**src/rtl/usr_pkg.sv**
```systemverilog
// usr_pkg: register offsets, field positions, reset values, FIFO triggers
// assumes: one serial channel, byte-wide host bus, 3 address lines
package usr_pkg;
  // register offsets on a2..a0
  localparam logic [2:0] OFF_DATA  = 3'h0;
  localparam logic [2:0] OFF_IER   = 3'h1;
  localparam logic [2:0] OFF_ISR   = 3'h2;
  localparam logic [2:0] OFF_LCR   = 3'h3;
  localparam logic [2:0] OFF_MCR   = 3'h4;
  localparam logic [2:0] OFF_LSR   = 3'h5;
  localparam logic [2:0] OFF_MSR   = 3'h6;
  localparam logic [2:0] OFF_SPR   = 3'h7;
  // line control value that opens the enhanced set
  localparam logic [7:0] LCR_ENH   = 8'hBF;
  localparam int         LCR_DIV   = 7;
  localparam int         EFR_ENH   = 4;
  localparam int         FCR_EN    = 0;
  localparam int         FCR_RXRST = 1;
  localparam int         FCR_TXRST = 2;
  // bits of the enhanced-only fields
  localparam logic [7:0] IER_ENH_M = 8'hF0;
  localparam logic [7:0] FCR_ENH_M = 8'h30;
  localparam logic [7:0] MCR_ENH_M = 8'hE0;
  // reset values
  localparam logic [7:0] RST_ZERO  = 8'h00;
  localparam logic [7:0] RST_LCR   = 8'h00;
  // receive FIFO trigger levels for fifo control bits 7:6
  localparam logic [4:0] TRIG_0    = 5'h01;
  localparam logic [4:0] TRIG_1    = 5'h04;
  localparam logic [4:0] TRIG_2    = 5'h08;
  localparam logic [4:0] TRIG_3    = 5'h0E;
  // interrupt status codes on bits 3:0
  localparam logic [3:0] ISR_NONE  = 4'h1;
  localparam logic [3:0] ISR_LINE  = 4'h6;
  localparam logic [3:0] ISR_RXD   = 4'h4;
  localparam logic [3:0] ISR_TXE   = 4'h2;
  localparam logic [3:0] ISR_MDM   = 4'h0;
  // register selected by one access
  typedef enum logic [3:0] {
    SEL_DATA, SEL_IER, SEL_ISR, SEL_LCR, SEL_MCR, SEL_LSR, SEL_MSR,
    SEL_SPR, SEL_DLL, SEL_DLM, SEL_DLD, SEL_EFR, SEL_RESUME_CHAR_1, SEL_RESUME_CHAR_2,
    SEL_PAUSE_CHAR_1, SEL_PAUSE_CHAR_2
  } usr_sel_type;
endpackage

```
**src/rtl/usr_regs.sv**
```systemverilog
// usr_regs: register map, line status and receive interrupt reporting
// assumes: host strobes are synchronous to clk; receiver and transmitter
// datapaths live outside and talk through the rx_* and tx_* ports
//
// What this block does
// - with FIFOs and the receive interrupt enabled, receive status shows in status bits 2 and 3.
// - in FIFO mode the receive interrupt rises once the fill level reaches the trigger level.
// - the receive status drops once the fill level is below the trigger; irq drops only if no other enabled source is pending.
// - line status bit 0 sets when a byte enters the receive FIFO and clears only when empty.
// - clearing enable bits 0 to 3 gives polled operation through separate line status bits.
// - line status bit 1 flags a receive overrun.
// - line status bits 2 to 4 give parity, framing and break of the byte at the head.
// - bit 5 flags empty transmit holding, bit 6 only when holding and shift are both empty.
// - line status bit 7 is set while any byte in the receive FIFO carries an error.
// - the enable register gates the four interrupt sources reported in the status register.
// - enhanced bits are writable and effective only while enhanced bit 4 is set.
// - each channel has its own registers picked by three address lines and its select.
`timescale 1ns/1ps
module usr_regs #(
  parameter int         DEPTH   = 16,
  parameter logic [7:0] DEV_ID  = 8'hA5, // arbitrary value
  parameter logic [7:0] DEV_REV = 8'h01  // arbitrary value
) (
  // clock and reset
  input  wire logic       clk,
  input  wire logic       rstn,
  // host bus
  input  wire logic       cs_n,
  input  wire logic       rd_n,
  input  wire logic       wr_n,
  input  wire logic [2:0] addr,
  input  wire logic [7:0] data_i,
  output logic      [7:0] data_o,
  output logic            data_oe,
  output logic            irq,
  // receiver side
  input  wire logic       rx_valid,
  input  wire logic [7:0] rx_data,
  input  wire logic       rx_perr,
  input  wire logic       rx_ferr,
  input  wire logic       rx_brk,
  // transmitter side
  input  wire logic       tx_fifo_empty,
  input  wire logic       tx_shift_empty,
  output logic            tx_wr,
  output logic      [7:0] tx_data,
  output logic            tx_fifo_rst,
  // configuration out
  output logic      [7:0] line_ctrl,
  output logic      [7:0] modem_ctrl,
  output logic      [7:0] enh_func,
  output logic     [15:0] divisor,
  output logic      [7:0] divisor_frac,
  output logic      [1:0] tx_trig_sel,
  output logic     [31:0] flow_chars,
  // modem pins
  input  wire logic [7:0] modem_stat
);
  localparam int CW = $clog2(DEPTH + 1);

  logic [7:0]  ier_q, lcr_q, mcr_q, spr_q, fcr_q, efr_q;
  logic [7:0]  dll_q, dlm_q, dld_q, resume_char_1_q, resume_char_2_q, pause_char_1_q, pause_char_2_q;
  logic [7:0]  data_q;
  logic        rd_act_q, wr_act_q, ovr_q, txi_q, tx_empty_q;
  logic        rd_act, wr_act, rd_stb, wr_stb;
  logic        enh;
  logic        fifo_en;
  logic [7:0]  ier_eff;
  logic [10:0] head;
  logic [CW-1:0] cnt;
  logic        empty, full, any_err, ovr_ev, pop, rx_clr;
  logic [4:0]  trig;
  logic        rx_src, line_src, mdm_src;
  logic [3:0]  isr_code;
  logic [7:0]  lsr_v, isr_v, rd_v;
  usr_pkg::usr_sel_type sel;

  ////////////////////////////////////////////////////////////////////////
  // address decode and host strobes

  function automatic usr_pkg::usr_sel_type decode(
    input logic [2:0] a, input logic [7:0] lcr, input logic e);
    usr_pkg::usr_sel_type s;
    s = usr_pkg::usr_sel_type'({1'b0, a});
    if (lcr == usr_pkg::LCR_ENH)
    begin
      if (a == usr_pkg::OFF_DATA) s = usr_pkg::SEL_DLL;
      else if (a == usr_pkg::OFF_IER) s = usr_pkg::SEL_DLM;
      else if (a == usr_pkg::OFF_ISR) s = usr_pkg::SEL_EFR;
      else if (a == usr_pkg::OFF_MCR) s = usr_pkg::SEL_RESUME_CHAR_1;
      else if (a == usr_pkg::OFF_LSR) s = usr_pkg::SEL_RESUME_CHAR_2;
      else if (a == usr_pkg::OFF_MSR) s = usr_pkg::SEL_PAUSE_CHAR_1;
      else if (a == usr_pkg::OFF_SPR) s = usr_pkg::SEL_PAUSE_CHAR_2;
    end
    else if (lcr[usr_pkg::LCR_DIV])
    begin
      if (a == usr_pkg::OFF_DATA) s = usr_pkg::SEL_DLL;
      else if (a == usr_pkg::OFF_IER) s = usr_pkg::SEL_DLM;
      else if (a == usr_pkg::OFF_ISR && e) s = usr_pkg::SEL_DLD;
    end
    return s;
  endfunction

  assign enh    = efr_q[usr_pkg::EFR_ENH];
  assign rd_act = !cs_n && !rd_n;
  assign wr_act = !cs_n && !wr_n;
  assign rd_stb = rd_act && !rd_act_q;
  assign wr_stb = wr_act && !wr_act_q;
  assign sel    = decode(addr, lcr_q, enh);

  always_ff @(posedge clk)
  begin
    if (!rstn)
    begin
      rd_act_q <= 1'b0;
      wr_act_q <= 1'b0;
    end
    else
    begin
      rd_act_q <= rd_act;
      wr_act_q <= wr_act;
    end
  end

  ////////////////////////////////////////////////////////////////////////
  // writable registers

  always_ff @(posedge clk)
  begin
    if (!rstn)
    begin
      ier_q   <= usr_pkg::RST_ZERO;
      lcr_q   <= usr_pkg::RST_LCR;
      mcr_q   <= usr_pkg::RST_ZERO;
      spr_q   <= usr_pkg::RST_ZERO;
      fcr_q   <= usr_pkg::RST_ZERO;
      efr_q   <= usr_pkg::RST_ZERO;
      dll_q   <= usr_pkg::RST_ZERO;
      dlm_q   <= usr_pkg::RST_ZERO;
      dld_q   <= usr_pkg::RST_ZERO;
      resume_char_1_q  <= usr_pkg::RST_ZERO;
      resume_char_2_q  <= usr_pkg::RST_ZERO;
      pause_char_1_q <= usr_pkg::RST_ZERO;
      pause_char_2_q <= usr_pkg::RST_ZERO;
    end
    else if (wr_stb)
    begin
      case (sel)
        usr_pkg::SEL_IER:
          ier_q <= enh ? data_i : {ier_q[7:4], data_i[3:0]};
        usr_pkg::SEL_ISR:
          // other bits take effect only with FIFOs enabled
          if (data_i[usr_pkg::FCR_EN])
          begin
            fcr_q <= enh ? data_i : {data_i[7:6], fcr_q[5:4], data_i[3:0]};
          end
          else
          begin
            fcr_q <= usr_pkg::RST_ZERO;
          end
        usr_pkg::SEL_LCR:   lcr_q <= data_i;
        usr_pkg::SEL_MCR:
          mcr_q <= enh ? data_i : {mcr_q[7:5], data_i[4:0]};
        usr_pkg::SEL_SPR:   spr_q   <= data_i;
        usr_pkg::SEL_DLL:   dll_q   <= data_i;
        usr_pkg::SEL_DLM:   dlm_q   <= data_i;
        usr_pkg::SEL_DLD:   dld_q   <= data_i;
        usr_pkg::SEL_EFR:   efr_q   <= data_i;
        usr_pkg::SEL_RESUME_CHAR_1:  resume_char_1_q  <= data_i;
        usr_pkg::SEL_RESUME_CHAR_2:  resume_char_2_q  <= data_i;
        usr_pkg::SEL_PAUSE_CHAR_1: pause_char_1_q <= data_i;
        usr_pkg::SEL_PAUSE_CHAR_2: pause_char_2_q <= data_i;
        default: ;
      endcase
    end
  end

  // self-clearing reset bits are seen as pulses
  assign fifo_en     = fcr_q[usr_pkg::FCR_EN];
  assign rx_clr      = wr_stb && sel == usr_pkg::SEL_ISR && data_i[usr_pkg::FCR_EN]
                       && data_i[usr_pkg::FCR_RXRST];
  assign tx_fifo_rst = wr_stb && sel == usr_pkg::SEL_ISR && data_i[usr_pkg::FCR_EN]
                       && data_i[usr_pkg::FCR_TXRST];
  assign tx_wr       = wr_stb && sel == usr_pkg::SEL_DATA;
  assign tx_data     = data_i;

  // enhanced fields read back but act only while enabled
  assign ier_eff      = enh ? ier_q : (ier_q & ~usr_pkg::IER_ENH_M);
  assign modem_ctrl   = enh ? mcr_q : (mcr_q & ~usr_pkg::MCR_ENH_M);
  assign divisor_frac = enh ? dld_q : usr_pkg::RST_ZERO;
  assign tx_trig_sel  = enh ? fcr_q[5:4] : 2'b00;
  assign line_ctrl    = lcr_q;
  assign enh_func     = efr_q;
  assign divisor      = {dlm_q, dll_q};
  assign flow_chars   = {pause_char_2_q, pause_char_1_q, resume_char_2_q, resume_char_1_q};

  ////////////////////////////////////////////////////////////////////////
  // receive FIFO and line status

  assign pop = rd_stb && sel == usr_pkg::SEL_DATA;

  usr_rx_fifo #(
    .DW    (11),
    .DEPTH (DEPTH),
    .CW    (CW)
  ) u_rx_fifo (
    .clk       (clk),
    .rstn      (rstn),
    .clr       (rx_clr),
    .push      (rx_valid),
    .din       ({rx_brk, rx_ferr, rx_perr, rx_data}),
    .pop       (pop),
    .limit_one (!fifo_en),
    .head      (head),
    .count     (cnt),
    .empty     (empty),
    .full      (full),
    .any_err   (any_err),
    .overrun   (ovr_ev)
  );

  // overrun sticks until line status is read; a new one wins
  always_ff @(posedge clk)
  begin
    if (!rstn)
    begin
      ovr_q <= 1'b0;
    end
    else if (ovr_ev)
    begin
      ovr_q <= 1'b1;
    end
    else if (rd_stb && sel == usr_pkg::SEL_LSR)
    begin
      ovr_q <= 1'b0;
    end
  end

  assign lsr_v[0]   = !empty;
  assign lsr_v[1]   = ovr_q;
  assign lsr_v[4:2] = head[10:8];
  assign lsr_v[5]   = tx_fifo_empty;
  assign lsr_v[6]   = tx_fifo_empty && tx_shift_empty;
  assign lsr_v[7]   = any_err;

  ////////////////////////////////////////////////////////////////////////
  // interrupt sources and status

  function automatic logic [4:0] trig_level(input logic [1:0] s);
    logic [4:0] t;
    t = usr_pkg::TRIG_0;
    if (s == 2'd1) t = usr_pkg::TRIG_1;
    else if (s == 2'd2) t = usr_pkg::TRIG_2;
    else if (s == 2'd3) t = usr_pkg::TRIG_3;
    return t;
  endfunction

  assign trig = fifo_en ? trig_level(fcr_q[7:6]) : usr_pkg::TRIG_0;

  // transmit ready sticks until status read or holding write
  always_ff @(posedge clk)
  begin
    if (!rstn)
    begin
      // idle level of the empty flag, so no false edge after reset
      tx_empty_q <= 1'b1;
      txi_q      <= 1'b0;
    end
    else
    begin
      tx_empty_q <= tx_fifo_empty;
      if (tx_fifo_empty && !tx_empty_q)
      begin
        txi_q <= 1'b1;
      end
      else if (tx_wr || (rd_stb && sel == usr_pkg::SEL_ISR))
      begin
        txi_q <= 1'b0;
      end
    end
  end

  assign rx_src   = ier_eff[0] && (5'(cnt) >= trig);
  assign line_src = ier_eff[2] && (|lsr_v[4:1]);
  assign mdm_src  = ier_eff[3] && (|modem_stat[3:0]);

  always_comb
  begin
    isr_code = usr_pkg::ISR_NONE;
    if (line_src) isr_code = usr_pkg::ISR_LINE;
    else if (rx_src) isr_code = usr_pkg::ISR_RXD;
    else if (ier_eff[1] && txi_q) isr_code = usr_pkg::ISR_TXE;
    else if (mdm_src) isr_code = usr_pkg::ISR_MDM;
  end

  // bits 5:4 have no source in this block
  assign isr_v = {fifo_en, fifo_en, 2'b00, isr_code};
  // polled mode: enable bits 0-3 clear keeps irq low
  assign irq   = !isr_code[0];

  ////////////////////////////////////////////////////////////////////////
  // read data

  always_comb
  begin
    rd_v = usr_pkg::RST_ZERO;
    case (sel)
      usr_pkg::SEL_DATA: rd_v = head[7:0];
      usr_pkg::SEL_IER:  rd_v = ier_q;
      usr_pkg::SEL_ISR:  rd_v = isr_v;
      usr_pkg::SEL_LCR:  rd_v = lcr_q;
      usr_pkg::SEL_MCR:  rd_v = mcr_q;
      usr_pkg::SEL_LSR:  rd_v = lsr_v;
      usr_pkg::SEL_MSR:  rd_v = modem_stat;
      usr_pkg::SEL_SPR:  rd_v = spr_q;
      usr_pkg::SEL_DLL:
        rd_v = (dll_q == 8'h00 && dlm_q == 8'h00) ? DEV_REV : dll_q;
      usr_pkg::SEL_DLM:
        rd_v = (dll_q == 8'h00 && dlm_q == 8'h00) ? DEV_ID : dlm_q;
      usr_pkg::SEL_DLD:   rd_v = dld_q;
      usr_pkg::SEL_EFR:   rd_v = efr_q;
      usr_pkg::SEL_RESUME_CHAR_1:  rd_v = resume_char_1_q;
      usr_pkg::SEL_RESUME_CHAR_2:  rd_v = resume_char_2_q;
      usr_pkg::SEL_PAUSE_CHAR_1: rd_v = pause_char_1_q;
      usr_pkg::SEL_PAUSE_CHAR_2: rd_v = pause_char_2_q;
      default: ;
    endcase
  end

  always_ff @(posedge clk)
  begin
    if (!rstn)
    begin
      data_q <= usr_pkg::RST_ZERO;
    end
    else if (rd_stb)
    begin
      data_q <= rd_v;
    end
  end

  assign data_o  = data_q;
  assign data_oe = rd_act && rd_act_q;

  ////////////////////////////////////////////////////////////////////////
  // checks

  property p_rx_status;
    @(posedge clk) disable iff (!rstn)
    (fifo_en && ier_q[0] && !line_src && 5'(cnt) >= trig) |-> isr_v[3:2] == 2'b01;
  endproperty
  a_rx_status: assert property (p_rx_status) else $error("rx status missing");

  property p_rx_raise;
    @(posedge clk) disable iff (!rstn)
    (fifo_en && ier_q[0] && 5'(cnt) >= trig) |-> irq;
  endproperty
  a_rx_raise: assert property (p_rx_raise) else $error("rx irq not raised");

  property p_rx_drop;
    @(posedge clk) disable iff (!rstn)
    (fifo_en && ier_q[3:1] == 3'b000 && 5'(cnt) < trig) |-> !irq;
  endproperty
  a_rx_drop: assert property (p_rx_drop) else $error("rx irq stuck");

  property p_ready_set;
    @(posedge clk) disable iff (!rstn)
    (rx_valid && !full && !rx_clr) |=> lsr_v[0];
  endproperty
  a_ready_set: assert property (p_ready_set) else $error("ready not set");

  property p_polled;
    @(posedge clk) disable iff (!rstn)
    (ier_q[3:0] == 4'h0) |-> !irq;
  endproperty
  a_polled: assert property (p_polled) else $error("irq in polled mode");

  property p_overrun;
    @(posedge clk) disable iff (!rstn)
    (rx_valid && full) |=> lsr_v[1] [*2];
  endproperty
  a_overrun: assert property (p_overrun) else $error("overrun lost");

  property p_tx_empty;
    @(posedge clk) disable iff (!rstn)
    lsr_v[6] |-> lsr_v[5] && tx_shift_empty;
  endproperty
  a_tx_empty: assert property (p_tx_empty) else $error("tx empty wrong");

  property p_err_seen;
    @(posedge clk) disable iff (!rstn)
    (empty && rx_valid && (rx_perr || rx_ferr || rx_brk) && !rx_clr)
      |=> lsr_v[7] && (lsr_v[4:2] != 3'b000);
  endproperty
  a_err_seen: assert property (p_err_seen) else $error("rx error not shown");

  property p_enh_lock;
    @(posedge clk) disable iff (!rstn)
    (wr_stb && !enh && sel == usr_pkg::SEL_IER) |=> $stable(ier_q[7:4]);
  endproperty
  a_enh_lock: assert property (p_enh_lock) else $error("enhanced bits written");

  property p_lsr_read;
    @(posedge clk) disable iff (!rstn)
    (rd_stb && sel == usr_pkg::SEL_LSR && !rx_valid && !rx_clr) |=> $stable(cnt);
  endproperty
  a_lsr_read: assert property (p_lsr_read) else $error("lsr read moved fifo");

  property p_cov_rx;
    @(posedge clk) disable iff (!rstn)
    fifo_en && rx_src ##1 !rx_src;
  endproperty
  c_cov_rx: cover property (p_cov_rx);

  property p_cov_ovr;
    @(posedge clk) disable iff (!rstn)
    rx_valid && full;
  endproperty
  c_cov_ovr: cover property (p_cov_ovr);

  property p_cov_enh;
    @(posedge clk) disable iff (!rstn)
    wr_stb && enh && sel == usr_pkg::SEL_IER;
  endproperty
  c_cov_enh: cover property (p_cov_enh);
endmodule

```
**src/rtl/usr_rx_fifo.sv**
```systemverilog
// usr_rx_fifo: receive FIFO holding each byte with its three error flags
// assumes: push and pop are one-cycle pulses, push on full is dropped
`timescale 1ns/1ps
module usr_rx_fifo #(
  parameter int DW    = 11,
  parameter int DEPTH = 16,
  parameter int CW    = $clog2(DEPTH + 1)
) (
  // clock and reset
  input  wire logic          clk,
  input  wire logic          rstn,
  // control
  input  wire logic          clr,
  input  wire logic          push,
  input  wire logic [DW-1:0] din,
  input  wire logic          pop,
  input  wire logic          limit_one,
  // state
  output logic      [DW-1:0] head,
  output logic      [CW-1:0] count,
  output logic               empty,
  output logic               full,
  output logic               any_err,
  output logic               overrun
);
  localparam int AW = $clog2(DEPTH);
  localparam logic [CW-1:0] ONE = CW'(1);

  logic [DW-1:0] mem_q [DEPTH];
  logic [AW-1:0] wr_q;
  logic [AW-1:0] rd_q;
  logic [CW-1:0] cnt_q;
  logic [CW-1:0] err_q;
  logic          do_push;
  logic          do_pop;
  logic          in_err;
  logic          out_err;

  assign empty   = (cnt_q == '0);
  // non-FIFO mode holds one byte only
  assign full    = limit_one ? !empty : (cnt_q == CW'(DEPTH));
  assign do_push = push && !full;
  assign do_pop  = pop && !empty;
  assign overrun = push && full;
  assign head    = empty ? '0 : mem_q[rd_q];
  assign count   = cnt_q;
  assign in_err  = |din[DW-1:DW-3];
  assign out_err = |head[DW-1:DW-3];
  assign any_err = (err_q != '0);

  always_ff @(posedge clk)
  begin
    if (do_push)
    begin
      mem_q[wr_q] <= din;
    end
  end

  always_ff @(posedge clk)
  begin
    if (!rstn || clr)
    begin
      wr_q  <= '0;
      rd_q  <= '0;
      cnt_q <= '0;
      err_q <= '0;
    end
    else
    begin
      if (do_push)
      begin
        wr_q <= wr_q + AW'(1);
      end
      if (do_pop)
      begin
        rd_q <= rd_q + AW'(1);
      end
      cnt_q <= cnt_q + (do_push ? ONE : '0) - (do_pop ? ONE : '0);
      err_q <= err_q + ((do_push && in_err) ? ONE : '0)
                     - ((do_pop && out_err) ? ONE : '0);
    end
  end
endmodule
```
**config.mk**
```make
export PLATFORM = sky130hd
export DESIGN_NAME = usr_regs
export DESIGN_NICKNAME = d
export VERILOG_FILES = /design/src/rtl/usr_pkg.sv /design/src/rtl/usr_regs.sv /design/src/rtl/usr_rx_fifo.sv
export SDC_FILE = /design/constraint.sdc
export NUM_CORES = 1
export LEC_CHECK = 0
export ABC_AREA = 1
export BUFFER_PORTS_ARGS = -buffer_cell sky130_fd_sc_hd__buf_2
export CAP_MARGIN = 30
export CORE_ASPECT_RATIO = 0.7
export CORE_MARGIN = 5
export CORE_UTILIZATION = 59
export DETAILED_ROUTE_END_ITERATION = 10
export PLACE_DENSITY_LB_ADDON = 0.2
export REMOVE_ABC_BUFFERS = 1
export SETUP_SLACK_MARGIN = 0.3
export SYNTH_ARGS = -nofsm -noshare
export SYNTH_HDL_FRONTEND = slang
export SYNTH_SLANG_ARGS = --single-unit
```
**constraint.sdc**
```tcl
create_clock -name clk -period 3.36 [get_ports clk]
set_input_delay 0.672 -clock clk [delete_from_list [all_inputs] [get_ports clk]]
set_output_delay 0.672 -clock clk [all_outputs]
set_load 0.03 [all_outputs]
```
==> results_dict.tcl, run 1 <==
set metrics [dict create \
    status "finished, final reports clean" \
    nets 1738 \
    place_inst 1948 \
    dr.pass1.iters 6 \
    layout-drive-gt1-share_pct 19.3 \
    setup_viol 0 \
    die-area_sq_um 26600 \
    diodes 0 \
    place_ws_ns 0.101 \
    finalPower_mw 8.84 \
    fin_crit_sh_pct 87.4 \
    drtIter0Drc 1582 \
    dieHeight_um 138 \
    antenna_found_initial 0 \
    yosys_warnings 0 \
    start_util_pct 60.4 \
    crit_family "simple AND/OR/NAND/NOR gates" \
    dr_wl_met3_um 5370 \
    vias 11718 \
    ctsHoldBuffers 0 \
    p_leak_nw 6.69 \
    instances_no_fill 2014 \
    cts_tree "yes" \
    final_common_cell "nor2_1" \
    p_per_area_nw_per_um2 550 \
    cp.arrival_ns 2.26 \
    synth_cell_types 43 \
    holdWs_ns 0.319 \
    rsz0062_at_grt "no" \
    ir_worst_vdd_mv 0.476 \
    gp_congestion 1.02 \
    topRoutingLayerUsed "met4" \
    core_sq_um 22800 \
    critical_path.max_fanout 6 \
    htree_levels 1 \
    slowest_delay_ns 0.39 \
    cp.required_ns 2.69 \
    cts_buffers 30 \
    insertion_delay_ns 0.56 \
    worstMarginPinSlew_ns 0.694 \
    wl_met2_um 16400 \
    synth-seq-cells 312 \
    max_freq_mhz 341 \
    via_per_inst 5.82 \
    grt_overflow 0 \
    end_kind "output pin" \
    post-route-min-period_ns 2.94 \
    io_buffer_count 139 \
    slowest_stage "dfxtp_1" \
    synthCells 1526 \
    final_core_util_pct 70.4 \
    timing.final.ws_setup_ns 0.425 \
    drc_errors 0 \
    boundaryPins 140 \
    final_area_sq_um 16100 \
    hold_viol 0 \
    die_w_um 193 \
    maxSlewViolCount 0 \
    maxCapViolations 0 \
    path_clk_slew_ns 0.06 \
    crit_type "reg2out" \
    drt_wl_total_um 40200 \
    clk_path_buf_depth 3 \
    finalClockSkew_ns 0.0237 \
    dp_hpwl_um 28300 \
    wirelength_met1_um 17600 \
    fin_tns_setup_ns 0 \
    track_usage_pct 29.5 \
    ant_nets 0 \
    clock-sinks 312 \
    fp-row-count 46 \
    start_kind "flip-flop" \
    grt_max_degree 61 \
    synthToLayoutAreaGrowth_pct 16.5 \
    synth_area_sq_um 13800 \
    avgSynthCellArea_sq_um 9.05 \
    cts_root_buf "clkbuf_16" \
    synth_seq_area_share_pct 58.0 \
    grt_pass1_wl_um 60100 \
    final_cell_mix "nor2_1, nand2_1, o21ai_0" \
    wl_per_cell_um 19.9 \
    max-slew-margin-rel_pct 53.7 \
    crit_chain "inv_2, nor3_4, nand2_4, nand2_4, nand3_4, nor2_4, nand2_2, inv_2, nand2_2, nor2_2, buf_4" \
    worstPathBufferInverterCount 3 \
    min_path_type "in2reg" \
    grt_pass1_vias 10622 \
    placed_area_sq_um 14900 \
]
routing by layer:
metal,global-route usage [%],vias to the layer above
met5,0,-
met4,6.02,0
met3,6.84,81
met2,40.6,723
met1,47.5,5467
li1,-,5447
final cells by class:
type                       count  area (sq um)
clock buffer                  47           896
fill                        1730          6760
timing repair buffer         196          1170
multi-input combinational    990          4950
sequential                   312          8030
inverter                     148           566
clock inverter                 9          85.1
tap                          312           390
path summary, 6_finish.rpt:
check	startpoint	endpoint	slack [ns]	cells after the start
min reg2reg	spr_q[0]	spr_q[0]	0.46	2
max reg2reg	flip-flop	u_rx_fifo.err_q[4]	0.51	22
min	wr_n	wr_act_q	0.32	2
max	line_ctrl[3]	tx_fifo_rst	0.42	11
cells in the mapped netlist (all sizes together):
cell type / count / area [sq um]
xor2: 4 / 35.0
nand2: 255 / 982
and3: 1 / 6.26
inv: 148 / 558
or2: 3 / 18.8
o21ai: 188 / 952
a22oi: 2 / 15.0
a21oi: 93 / 469
xnor2: 5 / 43.8
nor4: 1 / 6.26
o21bai: 1 / 7.51
ha: 20 / 250
nand3b: 1 / 7.51
edfxtp: 176 / 5290
buf: 35 / 218
o41ai: 1 / 8.76
o21a: 1 / 7.51
nand4: 16 / 100
nor2: 273 / 1120
o22ai: 10 / 62.6
o211ai: 8 / 60.1
nand3: 71 / 383
fa: 2 / 40.0
nor3: 11 / 93.8
o221ai: 23 / 201
clkbuf: 41 / 154
dfxtp: 136 / 2720
logic make-up (layout without fill, tap and decap cells):
logic type	count (synthesis)	after routing	share of synthesized area, %
and+or+nand+nor	632	632	19.7
AOI/OAI and AO/OA	327	327	12.9
DFF	312	312	58.0
buffers and inverters	224	400	6.73
adders and majority gates	22	22	2.10
xor gates and xnor gates	9	9	0.571
sequential cells by signal (all words and copies together) (netlist names), 5 cells and up, named ones only:
signal,cells
line_ctrl,8
fcr_q,5
dll_q,8
ier_q,8
dlm_q,8
u_rx_fifo.err_q,5
u_rx_fifo.count,5
pause_char_2_q,8
mcr_q,8
pause_char_1_q,8
dld_q,8
spr_q,8
u_rx_fifo.mem_q,176
enh_func,8
data_o,8
resume_char_1_q,8
resume_char_2_q,8
what timing repair did:
item	4_1_cts	5_1_grt
hold endpoints to repair	0	0
pin swaps	1	14
buffers inserted	1	9
endpoints found under the setup margin	3	4
gates resized for setup	9	51
power by group:
part           internal, mW  leakage, nW  switching (mW)
clock network          1.91        0.478            1.42
logic                 0.447         3.51           0.808
registers              4.18         2.69          0.0800
worst reg2reg max path, delay by kind of cell (launching register included):
kind	cells	cell delay (ns)
xor gates and xnor gates	1	0.16
DFF	1	0.38
buffers and inverters	5	0.39
and+or+nand+nor	11	0.86
adders and majority gates	3	0.73
AOI/OAI and AO/OA	2	0.21
Power figures use the tool's default switching activity.
==> inputs of run 2 (changes only) <==
Settings changed: SYNTH_HIERARCHICAL from default to 1.
==> results_dict.tcl, run 2 <==
set metrics [dict create \
    status "finished, final reports clean" \
    drtIter0Drc 1351 \
    synth.most_common_cell "nand2_1" \
    max_freq_mhz 310 \
    hold_viol 0 \
    cp.required_ns 2.69 \
    setup_viol 0 \
    synth-simple-area-share_pct 20.7 \
    track_usage_pct 30.2 \
    nets 1835 \
    clk_path_buf_depth 3 \
    synth_seq_area_share_pct 56.2 \
    netlist_top_cells_area "edfxtp_1, dfxtp_1, nand2_1" \
    htree_levels 1 \
    yosysTopAreaCell "edfxtp_1" \
    topRoutingLayerUsed "met5" \
    largest_register "u_rx_fifo/mem_q" \
    core_sq_um 23700 \
    synthArstFlopShare_pct 0 \
    layout-drive-gt1-share_pct 20.2 \
    grt_overflow 0 \
    diodes 0 \
    ir_worst_vdd_mv 0.453 \
    synth_top_family_by_area "simple AND/OR/NAND/NOR gates" \
    start_util_pct 60.2 \
    critical_path.max_fanout 11 \
    p_per_area_nw_per_um2 543 \
    synthMuxAreaShare_pct 0 \
    fillCellCount 1829 \
    synthCells 1604 \
    final_area_sq_um 16700 \
    gp_congestion 1.04 \
    avgSynthCellArea_sq_um 8.89 \
    final_core_util_pct 70.5 \
    fin_crit_sh_pct 96.0 \
    synth_cell_types 46 \
    end_kind "output pin" \
    synth-seq-cells 312 \
    boundaryPins 140 \
    die_w_um 196 \
    synth_area_sq_um 14300 \
    drt_wl_total_um 43000 \
    wl_met2_um 17800 \
    finalClockSkew_ns 0.0282 \
    via_per_inst 5.71 \
    dr_wl_met3_um 5880 \
    yosys_warnings 6 \
    cts_root_buf "clkbuf_16" \
    grt_max_degree 60 \
    ys.flop_type "edfxtp_1" \
    ctsHoldBuffers 0 \
    final_common_cell "nand2_1" \
    synthTopCellsByCount "nand2_1, nor2_1, edfxtp_1, inv_1, o21ai_0" \
    rsz0062_at_grt "yes" \
    dp_hpwl_um 29500 \
    maxCapViolations 0 \
    insertion_delay_ns 0.55 \
    grt_pass1_vias 10927 \
    worstMarginPinSlew_ns 0.762 \
    dr.pass1.iters 5 \
    max-slew-margin-rel_pct 49.0 \
    vias 12076 \
    synth_top_area_share_pct 37.1 \
    placed_area_sq_um 15200 \
    cts_buffers 29 \
    cp.arrival_ns 2.55 \
    die-area_sq_um 27400 \
    p_leak_nw 7.07 \
    final_cell_mix "nand2_1, nor2_1, edfxtp_1" \
    worstHoldStart "wr_n" \
    io_buffer_count 139 \
    maxSlewViolCount 0 \
    cts_tree "yes" \
    dieHeight_um 140 \
    wirelength_met1_um 18900 \
    path_clk_slew_ns 0.06 \
    crit_type "reg2out" \
    clock-sinks 312 \
    drc_errors 0 \
    largest_reg_flops 176 \
    ant_nets 0 \
    synth_edf_count 176 \
    grt_pass1_wl_um 64800 \
    min_path_type "in2reg" \
    synthAdderAreaFrac_pct 2.12 \
    synth_compound_area_share_pct 12.5 \
    post-route-min-period_ns 3.22 \
    synthToLayoutAreaGrowth_pct 17.1 \
    antenna_found_initial 1 \
    start_kind "flip-flop" \
    synthXorXnorAreaFrac_pct 0.246 \
    wl_per_cell_um 20.3 \
    fp-row-count 47 \
]
[run 2: changes by cell type after synthesis, moves of 10 or more]
cell and delta:
clkbuf_1 -13, nand2_1 +26, inv_1 +23, nor2_1 -17, o221ai_1 -21, a21oi_1 +39, o21ai_0 -30, nand3_1 +37
o31ai_1 +10
[run 2: worst paths after layout]
path	endpoint	slack [ns]	cells after the start
worst max register to register	u_rx_fifo/err_q[4]	0.33	16
worst min register to register	ier_q[4]	0.46	2
worst max-delay path	irq	0.14	12
worst min-delay path	wr_act_q	0.33	2
[run 2: final cells by class]
cell class	count	area, sq um	area share, %
clock buffer	39	815	4.88
sequential	312	8030	48.1
timing repair inverter	1	8.76	0.0525
tap	318	398	2.38
multi-input combinational	1036	5180	31.0
timing repair buffer	221	1460	8.75
clock inverter	14	130	0.779
inverter	173	673	4.03
[run 2: per-layer routing]
metal / GRT usage (%) / vias to the layer above
met5: 0 / -
met4: 3.56 / 2
met3: 9.60 / 41
met2: 42.4 / 688
met1: 47.3 / 5669
li1: - / 5676
[run 2: per-stage QoR]
stage                     std cells  power (mW)  TNS [ns]  hold WS (ns)  worst slack, ns
after detailed placement       2034        5.67         0         0.448           0.0333
after global routing           2114        9.40         0         0.323           0.0540
after global placement         2034        5.62         0         0.443            0.152
after CTS                      2100        8.98         0         0.327            0.179
final                          2114        9.06         0         0.333            0.136
after floorplan                1521        5.15     -4.75         0.425           -0.910
[run 2: kinds of logic (layout without fill, tap and decap cells)]
| logic type | Yosys count | after routing |
|---|---|---|
| AO/OA/AOI/OAI | 329 | 329 |
| buffers and inverters | 256 | 448 |
| adder cells (fa/ha/maj) | 23 | 23 |
| AND/OR/NAND/NOR | 680 | 680 |
| XOR/XNOR | 4 | 4 |
| flip-flops | 312 | 312 |
[run 2: critical path, stage by stage (launching register included)]
cell     delay [ns]
dfxtp_4        0.49
buf_12         0.17
nand2_1        0.05
nand3_1        0.09
nand3_1        0.13
nand3_2        0.13
a21oi_4        0.08
or3_4          0.36
o21ai_2        0.13
nand2_1        0.09
inv_2          0.07
nand2_2        0.06
buf_6          0.14
[run 2: timing repair]
action	CTS	global route
pin swaps	4	11
endpoints found under the setup margin	3	6
gates resized for setup	38	31
cloned	3	1
setup buffers	10	13
[run 2: where the power goes]
group / switching, mW / total [mW] / internal [mW]
Combinational: 0.977 / 1.51 / 0.531
Sequential: 0.0913 / 4.29 / 4.19
Clock: 1.41 / 3.26 / 1.85
